File: config.mk
export PLATFORM = sky130hd
export DESIGN_NAME = xiu_irq_top
export DESIGN_NICKNAME = d
export VERILOG_FILES = /design/src/design/xiu_pkg.sv /design/src/design/xiu_irq_top.sv /design/src/design/xiu_unit_events.sv /design/src/design/xiu_apb_slave.sv
export SDC_FILE = /design/constraint.sdc
export NUM_CORES = 1
export LEC_CHECK = 0
export BUFFER_PORTS_ARGS = -buffer_cell sky130_fd_sc_hd__buf_2
export CAP_MARGIN = 20
export CORE_UTILIZATION = 35
export CTS_CLUSTER_DIAMETER = 100
export CTS_CLUSTER_SIZE = 24
export DETAILED_ROUTE_END_ITERATION = 6
export PLACE_DENSITY = 0.6
export SLEW_MARGIN = 15
export SYNTH_ARGS = -nofsm -noshare
export SYNTH_HDL_FRONTEND = slang
export SYNTH_SLANG_ARGS = --single-unit
File: constraint.sdc
create_clock -name mclk -period 2.2 [get_ports mclk]
set_clock_uncertainty 0.15 [all_clocks]
set_input_delay 0.11 -clock mclk [delete_from_list [all_inputs] [get_ports mclk]]
set_output_delay 0.11 -clock mclk [all_outputs]
set_load 0.01 [all_outputs]
File: src/design/xiu_pkg.sv
// Purpose: shared constants and types for the transfer unit irq block
// Assumes: APB slave, 32-bit data, word aligned registers
// Notes: status offset and mask offset are local choices
package xiu_pkg;
  localparam logic [11:0] STATUS_OFF = 12'h260;
  localparam logic [11:0] CLEAR_OFF = 12'h268;
  localparam logic [11:0] MASK_OFF = 12'h26C;
  localparam logic [31:0] STATUS_RST = 32'h0000_0000;
  localparam logic [31:0] MASK_RST = 32'h0000_0000;
  localparam int UNITS = 4;
  localparam int EV_W = 8;
  localparam int BIT_DONE = 0;
  localparam int BIT_TIMEOUT = 1;
  localparam int BIT_FLOW_OFF = 2;
  localparam int BIT_ERR_RESP = 3;
  localparam int BIT_BAD_ENC = 4;
  localparam int BIT_DMA_ERR = 5;
  localparam int BIT_RETRY = 6;
  localparam int BIT_CREDIT = 7;

  // one transfer unit's event pulses, bit order as in status
  typedef struct packed {
    logic credit_short;
    logic retry_or_sem_busy;
    logic dma_error;
    logic bad_encoding;
    logic error_response;
    logic flow_off;
    logic timeout;
    logic done_ok;
  } xiu_events_t;

  typedef struct packed {
    logic [11:0] paddr;
    logic psel;
    logic penable;
    logic pwrite;
    logic [31:0] pwdata;
  } xiu_apb_req_t;
endpackage

File: src/design/xiu_irq_top.sv
// Purpose: transfer unit interrupt status with write-one clear
// Assumes: event inputs synchronous to mclk, one-cycle pulses
// Notes: set wins over clear in the same cycle
`timescale 1ns/1ps
module xiu_irq_top (
  // clock and reset
  input wire logic mclk,
  input wire logic reset_n,
  // apb
  input wire logic [11:0] paddr,
  input wire logic psel,
  input wire logic penable,
  input wire logic pwrite,
  input wire logic [31:0] pwdata,
  output logic [31:0] prdata,
  output logic pready,
  output logic pslverr,
  // transfer unit events, index 0 is unit 1
  input xiu_pkg::xiu_events_t unit_ev [xiu_pkg::UNITS],
  input wire logic [xiu_pkg::UNITS-1:0] done_irq_req,
  // interrupt
  output logic irq
);
  // ==========================================================
  // bus decode
  logic clr_we;
  logic mask_we;
  logic rd_status;
  logic rd_mask;
  xiu_pkg::xiu_apb_req_t req;
  assign req = '{paddr: paddr, psel: psel, penable: penable,
                 pwrite: pwrite, pwdata: pwdata};

  xiu_apb_slave u_apb (
    .req(req),
    .pready(pready),
    .pslverr(pslverr),
    .clr_we(clr_we),
    .mask_we(mask_we),
    .rd_status(rd_status),
    .rd_mask(rd_mask)
  );

  // ==========================================================
  // event mapping
  logic [31:0] set_all;
  genvar g;
  generate
    for (g = 0; g < xiu_pkg::UNITS; g++) begin : g_unit
      xiu_unit_events u_ev (
        .ev(unit_ev[g]),
        .done_irq_req(done_irq_req[g]),
        .set_vec(set_all[g*8 +: 8])
      );
    end
  endgenerate

  // ==========================================================
  // status, mask, interrupt
  logic [31:0] status_r;
  logic [31:0] status_nxt;
  logic [31:0] mask_r;
  logic [31:0] clr_vec;

  always_comb begin
    clr_vec = clr_we ? pwdata : 32'h0000_0000;
    status_nxt = (status_r & ~clr_vec) | set_all;
  end

  always_ff @(posedge mclk) begin
    if (!reset_n) begin
      status_r <= xiu_pkg::STATUS_RST;
    end else begin
      status_r <= status_nxt;
    end
  end

  always_ff @(posedge mclk) begin
    if (!reset_n) begin
      mask_r <= xiu_pkg::MASK_RST;
    end else if (mask_we) begin
      mask_r <= pwdata;
    end
  end

  always_ff @(posedge mclk) begin
    if (!reset_n) begin
      irq <= 1'h0;
    end else begin
      // a mask write counts at the same edge
      irq <= |(status_nxt & (mask_we ? pwdata : mask_r));
    end
  end

  // ==========================================================
  // read data, loaded in the setup phase
  logic [31:0] rd_mux;
  logic [31:0] prdata_r;

  always_comb begin
    if (rd_status) begin
      rd_mux = status_r;
    end else if (rd_mask) begin
      rd_mux = mask_r;
    end else begin
      rd_mux = 32'h0000_0000;
    end
  end

  // held through the access phase so prdata comes from a flop
  always_ff @(posedge mclk) begin
    if (!reset_n) begin
      prdata_r <= 32'h0000_0000;
    end else if (psel && !penable) begin
      prdata_r <= rd_mux;
    end
  end

  assign prdata = prdata_r;

  // ==========================================================
  // checks
  property p_set_wins;
    @(posedge mclk) disable iff (!reset_n)
      set_all[xiu_pkg::BIT_CREDIT] |=> status_r[xiu_pkg::BIT_CREDIT];
  endproperty
  a_set_wins: assert property (p_set_wins) else $error("set lost");

  property p_clear;
    @(posedge mclk) disable iff (!reset_n)
      (clr_we && pwdata[3] && !set_all[3]) |=> !status_r[3];
  endproperty
  a_clear: assert property (p_clear) else $error("clear failed");

  property p_zero_keeps;
    @(posedge mclk) disable iff (!reset_n)
      (clr_we && !pwdata[5] && status_r[5]) |=> status_r[5];
  endproperty
  a_zero_keeps: assert property (p_zero_keeps) else $error("zero cleared");

  property p_sticky;
    @(posedge mclk) disable iff (!reset_n)
      (status_r[1] && !clr_we) |=> status_r[1];
  endproperty
  a_sticky: assert property (p_sticky) else $error("bit dropped");

  property p_done_gate;
    @(posedge mclk) disable iff (!reset_n)
      (unit_ev[0].done_ok && !done_irq_req[0] && !status_r[0])
        |=> !status_r[0];
  endproperty
  a_done_gate: assert property (p_done_gate) else $error("done ungated");

  property p_unit2;
    @(posedge mclk) disable iff (!reset_n)
      unit_ev[1].timeout |=> status_r[9];
  endproperty
  a_unit2: assert property (p_unit2) else $error("unit2 map");

  property p_unit3;
    @(posedge mclk) disable iff (!reset_n)
      unit_ev[2].credit_short |=> status_r[23];
  endproperty
  a_unit3: assert property (p_unit3) else $error("unit3 map");

  property p_dma;
    @(posedge mclk) disable iff (!reset_n)
      unit_ev[0].dma_error |=> status_r[xiu_pkg::BIT_DMA_ERR];
  endproperty
  a_dma: assert property (p_dma) else $error("dma map");

  property p_rise;
    @(posedge mclk) disable iff (!reset_n)
      $rose(status_r[7]) |-> $past(set_all[7]);
  endproperty
  a_rise: assert property (p_rise) else $error("spurious set");

  property p_irq;
    @(posedge mclk) disable iff (!reset_n)
      irq == |(status_r & mask_r);
  endproperty
  a_irq: assert property (p_irq) else $error("irq mismatch");

  property p_credit;
    @(posedge mclk) disable iff (!reset_n)
      unit_ev[0].credit_short |=> status_r[xiu_pkg::BIT_CREDIT];
  endproperty
  a_credit: assert property (p_credit) else $error("credit map");

  property p_retry;
    @(posedge mclk) disable iff (!reset_n)
      unit_ev[0].retry_or_sem_busy |=> status_r[xiu_pkg::BIT_RETRY];
  endproperty
  a_retry: assert property (p_retry) else $error("retry map");

  property p_bad_enc;
    @(posedge mclk) disable iff (!reset_n)
      unit_ev[0].bad_encoding |=> status_r[xiu_pkg::BIT_BAD_ENC];
  endproperty
  a_bad_enc: assert property (p_bad_enc) else $error("encoding map");

  property p_err_resp;
    @(posedge mclk) disable iff (!reset_n)
      unit_ev[0].error_response |=> status_r[xiu_pkg::BIT_ERR_RESP];
  endproperty
  a_err_resp: assert property (p_err_resp) else $error("resp map");

  property p_flow_off;
    @(posedge mclk) disable iff (!reset_n)
      unit_ev[0].flow_off |=> status_r[xiu_pkg::BIT_FLOW_OFF];
  endproperty
  a_flow_off: assert property (p_flow_off) else $error("xoff map");

  property p_timeout;
    @(posedge mclk) disable iff (!reset_n)
      unit_ev[0].timeout |=> status_r[xiu_pkg::BIT_TIMEOUT];
  endproperty
  a_timeout: assert property (p_timeout) else $error("timeout map");

  property p_done_set;
    @(posedge mclk) disable iff (!reset_n)
      (unit_ev[0].done_ok && done_irq_req[0])
        |=> status_r[xiu_pkg::BIT_DONE];
  endproperty
  a_done_set: assert property (p_done_set) else $error("done map");

  property p_quiet;
    @(posedge mclk) disable iff (!reset_n)
      (set_all == 32'h0000_0000)
        |=> ((status_r & ~$past(status_r)) == 32'h0000_0000);
  endproperty
  a_quiet: assert property (p_quiet) else $error("bit set from nothing");

  property p_clr_all;
    @(posedge mclk) disable iff (!reset_n)
      (clr_we && ((pwdata & set_all) == 32'h0000_0000))
        |=> ((status_r & $past(pwdata)) == 32'h0000_0000);
  endproperty
  a_clr_all: assert property (p_clr_all) else $error("missed");

  property p_keep;
    @(posedge mclk) disable iff (!reset_n)
      (status_r != 32'h0000_0000)
        |=> (($past(status_r) & ~$past(clr_vec) & ~status_r)
             == 32'h0000_0000);
  endproperty
  a_keep: assert property (p_keep) else $error("bit lost");

  property p_set_all;
    @(posedge mclk) disable iff (!reset_n)
      (set_all != 32'h0000_0000)
        |=> ((status_r & $past(set_all)) == $past(set_all));
  endproperty
  a_set_all: assert property (p_set_all) else $error("set dropped");

  property p_reset;
    @(posedge mclk)
      !reset_n |=> (status_r == xiu_pkg::STATUS_RST) &&
        (mask_r == xiu_pkg::MASK_RST) && !irq;
  endproperty
  a_reset: assert property (p_reset) else $error("reset value");

  property p_rd_status;
    @(posedge mclk) disable iff (!reset_n)
      (psel && !penable && paddr == xiu_pkg::STATUS_OFF)
        |=> (prdata == $past(status_r));
  endproperty
  a_rd_status: assert property (p_rd_status) else $error("read data");

  property p_rd_clear;
    @(posedge mclk) disable iff (!reset_n)
      (psel && !penable && paddr == xiu_pkg::CLEAR_OFF)
        |=> (prdata == 32'h0000_0000);
  endproperty
  a_rd_clear: assert property (p_rd_clear) else $error("clear read");

  property p_hold;
    @(posedge mclk) disable iff (!reset_n)
      (clr_vec == 32'h0000_0000 && set_all == 32'h0000_0000)
        |=> (status_r == $past(status_r));
  endproperty
  a_hold: assert property (p_hold) else $error("status moved");

  property p_unit4_gate;
    @(posedge mclk) disable iff (!reset_n)
      (unit_ev[3].done_ok && !done_irq_req[3] && !status_r[24])
        |=> !status_r[24];
  endproperty
  a_unit4_gate: assert property (p_unit4_gate) else $error("gate");

  property p_unit3_clear;
    @(posedge mclk) disable iff (!reset_n)
      (clr_we && pwdata[20] && !set_all[20]) |=> !status_r[20];
  endproperty
  a_unit3_clear: assert property (p_unit3_clear) else $error("u3 clr");

  // ==========================================================
  // cover points
  c_clear: cover property (@(posedge mclk) clr_we && |pwdata);
  c_irq: cover property (@(posedge mclk) $rose(irq));
  c_race: cover property (@(posedge mclk) clr_we && |(pwdata & set_all));
  c_gated: cover property (@(posedge mclk)
    unit_ev[0].done_ok && !done_irq_req[0]);
  c_err: cover property (@(posedge mclk) pslverr);
endmodule

File: src/design/xiu_unit_events.sv
// Purpose: map one transfer unit's events to status set bits
// Assumes: events are one-cycle pulses
// Notes: done_ok gated by the request's interrupt-request bit
`timescale 1ns/1ps
module xiu_unit_events (
  // events in
  input xiu_pkg::xiu_events_t ev,
  input wire logic done_irq_req,
  // set vector out
  output logic [7:0] set_vec
);
  always_comb begin
    set_vec = ev;
    set_vec[xiu_pkg::BIT_DONE] = ev.done_ok & done_irq_req;
  end
endmodule

File: src/design/xiu_apb_slave.sv
// Purpose: APB decode for status, clear and mask registers
// Assumes: zero wait states, pslverr on unmapped address
// Notes: clear register reads as zero
`timescale 1ns/1ps
module xiu_apb_slave (
  // apb
  input xiu_pkg::xiu_apb_req_t req,
  output logic pready,
  output logic pslverr,
  // register strobes
  output logic clr_we,
  output logic mask_we,
  output logic rd_status,
  output logic rd_mask
);
  logic acc;
  logic hit;
  always_comb begin
    acc = req.psel & req.penable;
    hit = (req.paddr == xiu_pkg::STATUS_OFF) |
          (req.paddr == xiu_pkg::CLEAR_OFF) |
          (req.paddr == xiu_pkg::MASK_OFF);
    pready = 1'h1;
    pslverr = acc & ~hit;
    clr_we = acc & req.pwrite & (req.paddr == xiu_pkg::CLEAR_OFF);
    mask_we = acc & req.pwrite & (req.paddr == xiu_pkg::MASK_OFF);
    rd_status = req.paddr == xiu_pkg::STATUS_OFF;
    rd_mask = req.paddr == xiu_pkg::MASK_OFF;
  end
endmodule

# After elaboration in Yosys (flattened, before gate mapping)
# Index checks and enable logic that the tools add are counted.
dict set report word_totals {
  input_bits 85
  ff_bits 97
}
dict set report op_classes {
  n_bitwise 16
  reduce_logical 3
  n_mux 4
  eq_ne 3
}
# op n
set ops {}
lappend ops {{32-bit 2-to-1 mux} 4}
lappend ops {{32-bit bitwise AND} 2}
lappend ops {{12-bit by 10-bit == test with 1-bit output (second input constant)} 3}
lappend ops {{32-bit inverter} 1}
lappend ops {{32-bit OR} 1}
lappend ops {{32-bit OR reduction} 1}
lappend ops {{1-bit bitwise AND} 9}
lappend ops {{1-bit OR} 2}
lappend ops {{1-bit logical AND} 1}
lappend ops {{1-bit logical NOT} 1}
lappend ops {{1-bit inverter} 1}

# Depth between registers and ports, before layout
# Gate-level depths: netlist of the first run.
dict set report logic_depth {
  depth_word 9
  ltp_mapped 10
  ltp_nobuf 7
}

# Hierarchy
# A second synthesis of the first run with hierarchy kept.
dict set report hier_totals {
  hier_cells 458
  hier_area_um2 4096.4
}
# module n_inst area_each_um2 cells_per_inst
set by_module_without_submodules {}
lappend by_module_without_submodules {xiu_irq_top 1 3738.6 410}
lappend by_module_without_submodules {xiu_unit_events 4 58.8 8}
lappend by_module_without_submodules {xiu_apb_slave 1 122.6 16}

# Worst setup path after synthesis of the first run
# No wires, ideal clock.
dict set report synth_timing {
  path_type {input -> register}
  startpoint {in paddr[11]}
  endpoint {reg irq}
  setup_slack_ns 0.187
  required_time_ns 1.917
  arrival_time_ns 1.731
  path_buffers 2
  cell_stages 9
  cell_sequence {nor4_2 > and4_4 > buf_12 > buf_12 > mux2_4 > o21ai_2 > o2111ai_1 > nor4_2 > a31oi_1}
}
dict set report synth_via {
  elab_chain_len 8
  word_cells_on_any_way 11
}
# item line_no
set synth_lines {}
lappend synth_lines {{start, declared} xiu_irq_top.sv:10} ;# input wire logic [11:0] paddr,
lappend synth_lines {{12-bit by 10-bit == test with 1-bit output} xiu_apb_slave.sv:25} ;# clr_we = acc & req.pwrite & (req.paddr == xiu_pkg::CLEAR_OFF);
lappend synth_lines {{1-bit bitwise AND} xiu_apb_slave.sv:25}
lappend synth_lines {{32-bit 2-to-1 mux} xiu_irq_top.sv:66} ;# clr_vec = clr_we ? pwdata : 32'h0000_0000;
lappend synth_lines {{32-bit inverter} xiu_irq_top.sv:67} ;# status_nxt = (status_r & ~clr_vec) | set_all;
lappend synth_lines {{32-bit bitwise AND} xiu_irq_top.sv:67}
lappend synth_lines {{32-bit OR} xiu_irq_top.sv:67}
lappend synth_lines {{32-bit bitwise AND (*)} xiu_irq_top.sv:91} ;# irq <= |(status_nxt & (mask_we ? pwdata : mask_r));
lappend synth_lines {{32-bit OR reduction (*)} xiu_irq_top.sv:91}
lappend synth_lines {{end signal, assigned} xiu_irq_top.sv:91}
lappend synth_lines {{end, declared} xiu_irq_top.sv:22} ;# output logic irq
# Every way passes the cells marked *; elsewhere a longest branch is shown, timed or not.
# A chain may end at the register's enable or synchronous reset.

# Worst setup path after layout of the first run
# Ends and elaborated chain as after synthesis.

==> flow_metrics.py, run 1 <==
metrics = {
    "run_status": {
        "status": "finished with violations",
        "violations": "design-rule violations",
    },
    "clocking": {
        "insertion_delay_ns": 0.34,
        "h-tree-depth": 3,
        "root_buffer": "clkbuf_16",
        "clk_pin_slew_worst_paths_ns": 0.07,
        "cts_sinks": 97,
        "cts_tree": "built",
        "cts_buffers": 9,
        "clock_path_buffers": 2,
    },
    "floorplan": {
        "die_w_um": 111.4,
        "initial_core_util_pct": 36.23,
        "die_h_um": 111.4,
        "boundaryPins": 120,
        "fp.dieArea_sq_um": 12410,
        "row_count": 39,
        "core_area_sq_um": 11560,
    },
    "grt": {
        "top_usage_layer": "met2",
        "grt_max_degree": 65,
        "grt_pass1_vias": 4171,
        "grt_pass1_wl_mm": 20.01,
        "met2_usage_pct": 36.58,
        "grt_use_met1_pct": 24.26,
        "grt_overflow_total": 0,
        "track_usage_pct": 20.41,
        "use_met3_pct": 4.355,
        "grt_antenna_before_repair": 0,
    },
    "sta": {
        "hold_violations": 0,
        "drv_slew": 0,
        "slew_headroom_pct": 62.81,
        "period_share_pct": 92.55,
        "hold_slack_ns": 0.01423,
        "rsz0062_at_grt": "no",
        "period_minus_slack_ns": 2.036,
        "finalSetupViolCount": 0,
        "fmaxAchievable_ghz": 0.4911,
        "tightest_slew_ns": 0.5571,
    },
    "logic_synthesis": {
        "syn_area_sq_um": 4190,
        "synthArstFlopShare_pct": 0,
        "synth.net_count": 538,
        "synth_top_flop_cell": "dfxtp_1",
        "yosysUniqueCellTypes": 53,
        "synth-seq-area-share_pct": 46.34,
        "syn_avg_cell_area_sq_um": 9.250,
        "yosysWarnings": 0,
        "syn_inst": 453,
        "synth-seq-cells": 97,
        "synth-edff-count": 0,
    },
    "worst_setup_path": {
        "cp.required_ns": 2.28,
        "cp.arrival_ns": 2.11,
        "critPathKind": "in2reg",
        "cp_max_fo": 6,
        "crit_path_start_kind": "input pin",
        "cp-end-kind": "register",
    },
    "power_and_ir_drop": {
        "max-vdd-ir-drop_v": 0.0003837,
        "power_uw": 3817,
        "power_density_nw_per_um2": 626.9,
        "power.leakage_uw": 0.002501,
    },
    "detailed_routing": {
        "dr.pass1.iters": 7,
        "drt-initial-drc-count": 292,
        "ant_nets": 0,
        "drt-total-wl_mm": 12.26,
        "drc": 20,
        "via_per_inst": 5.203,
        "avgRoutedWirePerCell_um": 15.31,
        "num_vias": 4168,
    },
    "placed_design": {
        "gp_congestion": 0.8307,
        "dp_hpwl_mm": 8.345,
        "io_buffers": 118,
        "placed_area_sq_um": 5121,
    },
    "run": {
        "drv_cap": 0,
    },
    "layout": {
        "antenna_cells": 0,
        "drive_gt1_share_pct": 29.33,
        "areaGrowthSynthToFinish_pct": 45.33,
        "design_area_sq_um": 6090,
        "nets": 738,
        "fill_cells": 1085,
        "final_util_pct": 52.66,
    },
    "worst_hold_path": {
        "min_path_type": "in2reg",
    },
}
stage by stage:
stage | TNS [ns] | instances | setup WS [ns]
after floorplan | 0 | 453 | 0.1867
after global placement | -0.1819 | 717 | -0.1819
after detailed placement | -0.3076 | 717 | -0.3076
after CTS | 0 | 799 | 0.05631
after global routing | 0 | 801 | 0.03855
final | 0 | 801 | 0.1639
cells in the mapped netlist (all sizes together) (10+ instances only):
library cell / number / area share [%]
a211oi: 32 / 5.7
buf: 18 / 3.9
and2: 16 / 2.4
mux2i: 16 / 3.8
o21ai: 10 / 1.3
clkbuf: 16 / 1.5
nand2: 23 / 2.1
a21oi: 19 / 2.4
a21boi: 16 / 2.9
a22oi: 32 / 5.7
dfxtp: 97 / 46
mux2: 11 / 3.0
nor2: 86 / 7.7
layout by cell type (no fill, tap or decap), types with 9 or more instances in the layout:
| master | netlist | routed |
|---|---|---|
| a211oi_1 | 32 | 32 |
| a21oi_1 | 18 | 18 |
| mux2i_1 | 16 | 16 |
| and2_1 | 12 | 12 |
| o22ai_1 | 9 | 9 |
| dlygate4sd3_1 | 0 | 66 |
| clkbuf_16 | 0 | 9 |
| nand2_1 | 23 | 23 |
| a21boi_0 | 16 | 16 |
| nor2_1 | 86 | 86 |
| a22oi_1 | 32 | 32 |
| buf_4 | 5 | 31 |
| buf_2 | 5 | 118 |
| dfxtp_1 | 97 | 97 |
power by group:
group	switching (uW)	internal, uW	leakage [uW]
Combinational	214	252	0.00157
Sequential	35.6	1830	0.000797
Clock	709	777	0.000137
Total	959	2860	0.00250
cells by family (layout without fill, tap and decap cells):
kind of cell / count (synthesis) / count (layout) / share of synthesized area, %
simple gates: 151 / 151 / 17.26
other cells: 1 / 1 / 0.08949
mux: 27 / 27 / 6.868
compound gates: 141 / 141 / 23.92
buf+inv: 36 / 241 / 5.524
flops: 97 / 97 / 46.34
final cells by class:
cell class	count	area, sq um	area share (%)
multi-input combinational	320	2039	33.49
sequential	97	1942	31.89
timing repair buffer	223	1644	27.00
clock buffer	9	225.2	3.698
tap	143	178.9	2.938
clock inverter	7	52.55	0.8630
inverter	2	7.507	0.1233
routing by layer:
metal  routed length [um]  vias up  share of wire, %
met1                 5351     1975                44
met4                  201        0               1.6
met2                 6120      117                50
met3                  587       20               4.8
li1                     -     2056                 -
met5                    0        -                 0
sequential cells by signal (all words and copies together) (netlist names):
| register | flops |
|---|---|
| status_r | 32 |
| irq | 1 |
| mask_r | 32 |
| prdata | 32 |
worst paths after layout:
kind,depth (start not counted),end,startpoint,slack [ns]
worst max-delay path,10,irq$_SDFF_PN0_,paddr[11],0.16
worst min-delay path,3,status_r[6]$_SDFF_PN0_,pwdata[6],0.01
worst max register to register,5,irq$_SDFF_PN0_,status_r[26]$_SDFF_PN0_,0.52
worst min register to register,2,mask_r[24]$_SDFF_PN0_,mask_r[24]$_SDFF_PN0_,0.33
worst max-delay path: stages:
cell and delay [ns]:
buf_2 0.11, nor4_4 0.32, and4_4 0.33, buf_4 0.15, buf_12 0.11, mux2_2 0.33
nand2_1 0.07, o2111ai_1 0.11, nor4_2 0.34, a31oi_1 0.12
repair_timing:
| action | CTS | global route |
|---|---|---|
| gates resized for setup | 0 | 2 |
| setup endpoints to repair | 0 | 1 |
| hold buffers | 66 | 0 |
| endpoints found under the hold margin | 47 | 0 |
| setup buffers | 0 | 2 |
Power figures use the tool's default switching activity.
==> run 2: changes to the inputs <==
- CORE_MARGIN: not set -> 2
==> run 2 against run 1 <==
Effect of this change: the flow now finishes without violations; maximum frequency decreased by 2.0%; sequential power about the same; register-to-register slack improved by 0.02 ns; cell count decreased by 0.37%; die area increased by 3.6%; routed wire length increased by 4.4%; flip-flop and latch count unchanged; design area decreased by 0.80%; first-iteration DRC count increased by 10%.
==> flow_metrics.py, run 2 (synthesis results as in run 1) <==
metrics = {
    "run_status": {
        "status": "complete, no violations",
    },
    "detailed_routing": {
        "drc": 0,
        "drt-initial-drc-count": 322,
        "via_per_inst": 5.199,
        "avgRoutedWirePerCell_um": 16.04,
        "drt-total-wl_mm": 12.80,
        "num_vias": 4149,
        "dr.pass1.iters": 4,
        "ant_nets": 0,
    },
    "sta": {
        "period_minus_slack_ns": 2.079,
        "worst_slack_ns": 0.1215,
        "drv_slew": 0,
        "period_share_pct": 94.48,
        "finalSetupViolCount": 0,
        "tightest_slew_ns": 0.5628,
        "rsz0062_at_grt": "no",
        "fmaxAchievable_ghz": 0.4811,
        "hold_violations": 0,
        "slew_headroom_pct": 62.43,
    },
    "placed_design": {
        "dp_hpwl_mm": 8.791,
        "place_ws_ns": -0.2614,
        "io_buffers": 118,
        "gp_congestion": 0.8125,
    },
    "layout": {
        "seqCellArea_sq_um": 1942,
        "final_util_pct": 52.23,
        "nets": 735,
        "final_common_cell": "buf_2",
        "drive_gt1_share_pct": 29.62,
        "antenna_cells": 0,
        "fill_cells": 1088,
        "multiInputGateArea_sq_um": 2033,
        "mostFrequentLayoutCells": "118 x buf_2, 97 x dfxtp_1, 86 x nor2_1",
        "areaGrowthSynthToFinish_pct": 44.16,
    },
    "clocking": {
        "root_buffer": "clkbuf_16",
        "clock_path_buffers": 2,
        "cts_buffers": 9,
        "cts_tree": "built",
        "h-tree-depth": 3,
        "clk_pin_slew_worst_paths_ns": 0.07,
        "insertion_delay_ns": 0.34,
        "cts_sinks": 97,
    },
    "worst_setup_path": {
        "critPathKind": "in2reg",
        "cp.arrival_ns": 2.14,
        "cp-end-kind": "register",
        "critPathTopFamily": "simple AND/OR/NAND/NOR gates",
        "crit_path_start_kind": "input pin",
        "cp_slowest_stage_delay_ns": 0.36,
        "cp.required_ns": 2.26,
        "path_cells": "buf_2, nor4_4, and4_4, buf_4, mux2_2, o21ai_0, o2111ai_1, nor4_1, a31oi_1",
        "crit_buf_inv": 2,
        "slowest_stage": "nor4_1",
        "cp_max_fo": 10,
    },
    "run": {
        "drv_cap": 0,
    },
    "power_and_ir_drop": {
        "power_switching_uw": 921.4,
        "clock_power_share_pct": 39.1,
        "power.leakage_uw": 0.002489,
        "max-vdd-ir-drop_v": 0.0004363,
        "power_density_nw_per_um2": 632.0,
        "power_frac_seq_pct": 49.0,
        "switching_share_pct": 24.14,
        "pwr-share-comb_pct": 12.0,
        "internal_power_uw": 2896,
    },
    "grt": {
        "grt_antenna_before_repair": 0,
        "grt_max_degree": 65,
        "grt_pass1_wl_mm": 20.24,
        "grt_pass1_vias": 4090,
        "track_usage_pct": 20.01,
        "grt_overflow_total": 0,
    },
    "floorplan": {
        "fp.dieArea_sq_um": 12860,
        "die_h_um": 113.4,
        "boundaryPins": 120,
        "row_count": 39,
        "core_area_sq_um": 11560,
        "die_w_um": 113.4,
        "initial_core_util_pct": 36.23,
    },
    "worst_hold_path": {
        "min_path_type": "in2reg",
    },
}
[run 2: cell types whose count changed in the layout (fill, tap and decap cells not counted), sizes merged]
cell and delta:
dlygate4sd3 -5, clkinvlp +1, clkbuf +2, buf +2, inv -3
[run 2: power groups by stage]
stage / clock (uW) / combinational (uW) / sequential (uW)
after floorplan: 0 / 157 / 1920
after global placement: 0 / 355 / 1900
after detailed placement: 0 / 362 / 1910
after CTS: 1510 / 455 / 1870
after global routing: 1600 / 505 / 1880
final: 1490 / 458 / 1870
[run 2: per-layer routing]
| layer | global-route usage (%) | routed length (um) | vias up | part of all wire [%] |
|---|---|---|---|---|
| met3 | 4.038 | 555 | 19 | 4.3 |
| li1 | - | - | 2052 | - |
| met1 | 24.02 | 5576 | 1956 | 44 |
| met4 | 6.016 | 204 | 0 | 1.6 |
| met5 | 0 | 0 | - | 0 |
| met2 | 36.13 | 6466 | 122 | 51 |
[run 2: layout make-up]
type                            instances  share of cell area [%]
Sequential cell                        97                   32.15
Clock buffer                           11                   4.184
Multi-Input combinational cell        320                   33.66
Timing Repair Buffer                  220                   26.43
Clock inverter                          5                  0.4971
Tap cell                              143                   2.962
Inverter                                2                  0.1243
[run 2: repair_timing]
item	4_1_cts	5_1_grt
hold buffers	61	0
resized for setup	0	1
setup buffers	0	5
endpoints found under the setup margin	0	3
endpoints found under the hold margin	43	0
[run 2: metrics by stage]
step / TNS (ns) / power (uW) / instances / cell area (sq um) / hold WS, ns
CTS: 0 / 3835 / 793 / 5995 / 0.006014
floorplan: 0 / 2073 / 453 / 4190 / 0.07569
global placement: -0.1964 / 2259 / 716 / 5101 / 0.1912
global route: 0 / 3977 / 798 / 6041 / 0.01431
finish: 0 / 3818 / 798 / 6041 / 0.009401
detailed placement: -1.338 / 2269 / 716 / 5101 / 0.1988
[run 2: worst min-delay path, cell delays in order]
cell	delay (ns)
buf_2	0.10
mux2_2	0.15
and2_1	0.11
[run 2: final timing paths]
kind	from	to	slack [ns]	depth (start not counted)
worst max-delay path	paddr[11]	irq$_SDFF_PN0_	0.12	9
worst min-delay path	pwdata[13]	mask_r[13]$_SDFF_PN0_	0.009	3
worst max register to register	status_r[27]$_SDFF_PN0_	irq$_SDFF_PN0_	0.54	5
worst min register to register	mask_r[8]$_SDFF_PN0_	mask_r[8]$_SDFF_PN0_	0.32	2
==> run 3: changes to the inputs <==
- MAX_ROUTING_LAYER: not set -> met4
==> run 3 against run 2 <==
Effect of this change: utilization unchanged; register-to-register slack improved by 0.02 ns; routed wire length about the same; critical endpoint unchanged; highest routed layer unchanged.
==> flow_metrics.py, run 3 (synthesis results as in run 1) <==
metrics = {
    "sta": {
        "rsz0062_at_grt": "no",
        "hold_violations": 0,
        "drv_slew": 0,
        "slew_headroom_pct": 62.58,
        "finalSetupViolCount": 0,
        "fmaxAchievable_ghz": 0.4850,
        "period_share_pct": 93.73,
        "worst_slack_ns": 0.1380,
        "tightest_slew_ns": 0.5605,
        "period_minus_slack_ns": 2.062,
    },
    "detailed_routing": {
        "num_vias": 4129,
        "ant_nets": 0,
        "dr.pass1.iters": 4,
        "via_per_inst": 5.174,
        "avgRoutedWirePerCell_um": 16.05,
        "drt-initial-drc-count": 342,
        "drt-total-wl_mm": 12.81,
        "drc": 0,
    },
    "layout": {
        "final_cells": 798,
        "fill_cells": 1088,
        "final_common_cell": "buf_2",
        "drive_gt1_share_pct": 29.62,
        "mostFrequentLayoutCells": "118 x buf_2, 97 x dfxtp_1, 86 x nor2_1",
        "nets": 735,
        "seqCellArea_sq_um": 1942,
        "areaGrowthSynthToFinish_pct": 44.16,
        "multiInputGateArea_sq_um": 2033,
        "antenna_cells": 0,
    },
    "clocking": {
        "clk_pin_slew_worst_paths_ns": 0.07,
        "clock_path_buffers": 2,
        "insertion_delay_ns": 0.34,
        "root_buffer": "clkbuf_16",
        "h-tree-depth": 3,
        "cts_buffers": 9,
        "cts_tree": "built",
        "cts_sinks": 97,
    },
    "grt": {
        "grt_pass1_vias": 4086,
        "track_usage_pct": 20.52,
        "grt_pass1_wl_mm": 20.22,
        "grt_antenna_before_repair": 0,
        "grt_max_degree": 65,
        "grt_overflow_total": 0,
    },
    "placed_design": {
        "dp_hpwl_mm": 8.791,
        "io_buffers": 118,
        "place_ws_ns": -0.2614,
        "gp_congestion": 0.8245,
        "dp_cells": 716,
    },
    "worst_setup_path": {
        "critPathTopFamily": "simple AND/OR/NAND/NOR gates",
        "cp_slowest_stage_delay_ns": 0.35,
        "critPathKind": "in2reg",
        "path_cells": "buf_2, nor4_4, and4_4, buf_4, mux2_2, o21ai_0, o2111ai_1, nor4_1, a31oi_1",
        "reg2reg_depth": 5,
        "reg2reg_slack_ns": 0.56,
        "cp.arrival_ns": 2.12,
        "crit_path_start_kind": "input pin",
        "r2r-start": "status_r[27]$_SDFF_PN0_",
        "crit_buf_inv": 2,
        "slowest_stage": "and4_4",
        "cp_max_fo": 10,
        "cp-end-kind": "register",
        "cp.required_ns": 2.26,
        "timing.rr.end": "irq$_SDFF_PN0_",
    },
    "floorplan": {
        "boundaryPins": 120,
        "row_count": 39,
        "die_h_um": 113.4,
        "die_w_um": 113.4,
        "core_area_sq_um": 11560,
        "fp.dieArea_sq_um": 12860,
        "initial_core_util_pct": 36.23,
    },
    "power_and_ir_drop": {
        "max-vdd-ir-drop_v": 0.0004371,
        "power.leakage_uw": 0.002489,
        "power_density_nw_per_um2": 631.1,
    },
    "run": {
        "drv_cap": 0,
    },
    "worst_hold_path": {
        "min_to": "mask_r[13]$_SDFF_PN0_",
        "hp-start": "pwdata[13]",
        "min_path_type": "in2reg",
        "min_path_cells": 3,
    },
    "run_status": {
        "status": "complete, no violations",
    },
}
-- run 3: cell counts in the layout (fill, tap and decap cells not counted) --
No cell type changed its count.
-- run 3: final cells by class --
cell class | count | share of cell area (%)
repair buffers | 220 | 26.43
flip-flops and latches | 97 | 32.15
clock inverters | 5 | 0.4971
inverters | 2 | 0.1243
well taps | 143 | 2.962
clock buffers | 11 | 4.184
multi-input cells | 320 | 33.66
-- run 3: how the worst max path moves through the flow --
stage	start	to	slack (ns)	cells after the start
final	paddr[11]	irq$_SDFF_PN0_	0.14	9
after global routing	paddr[11]	status_r[17]$_SDFF_PN0_	0.001	9
after CTS	paddr[11]	irq$_SDFF_PN0_	0.09	10
after detailed placement	paddr[11]	irq$_SDFF_PN0_	-0.26	10
after global placement	paddr[11]	irq$_SDFF_PN0_	-0.12	9
after floorplan	paddr[11]	irq$_SDFF_PN0_	0.19	9
-- run 3: worst min-delay path: stages --
cell    delay [ns]
buf_2         0.10
mux2_2        0.15
and2_1        0.11
-- run 3: stage by stage --
step / cell area, sq um / hold slack, ns / total power (uW) / setup TNS, ns / utilization, %
2_1_floorplan: 4190 / 0.07569 / 2073 / 0 / -
4_1_cts: 5995 / 0.006014 / 3835 / 0 / 51.83
5_1_grt: 6041 / 0.01928 / 3969 / 0 / 52.23
3_5_place_dp: 5101 / 0.1988 / 2269 / -1.338 / 44.11
3_3_place_gp: 5101 / 0.1912 / 2259 / -0.1964 / 44.11
6_report: 6041 / 0.007121 / 3812 / 0 / 52.23
-- run 3: routing by layer --
metal / GRT usage [%] / share of wire, %
met3: 3.188 / 4.8
met5: - / 0
met4: 6.748 / 1.5
met1: 24.08 / 43
met2: 36.05 / 50
-- run 3: report_power, final --
part	switching, uW	internal [uW]	total (uW)
combinational	214	243	457
clock	665	822	1490
sequential	37.9	1830	1870
-- run 3: repair_timing --
action,4_1_cts,5_1_grt
hold buffers,61,0
hold endpoints to repair,43,0
gates resized for setup,0,1
endpoints found under the setup margin,0,4
buffers inserted,0,5
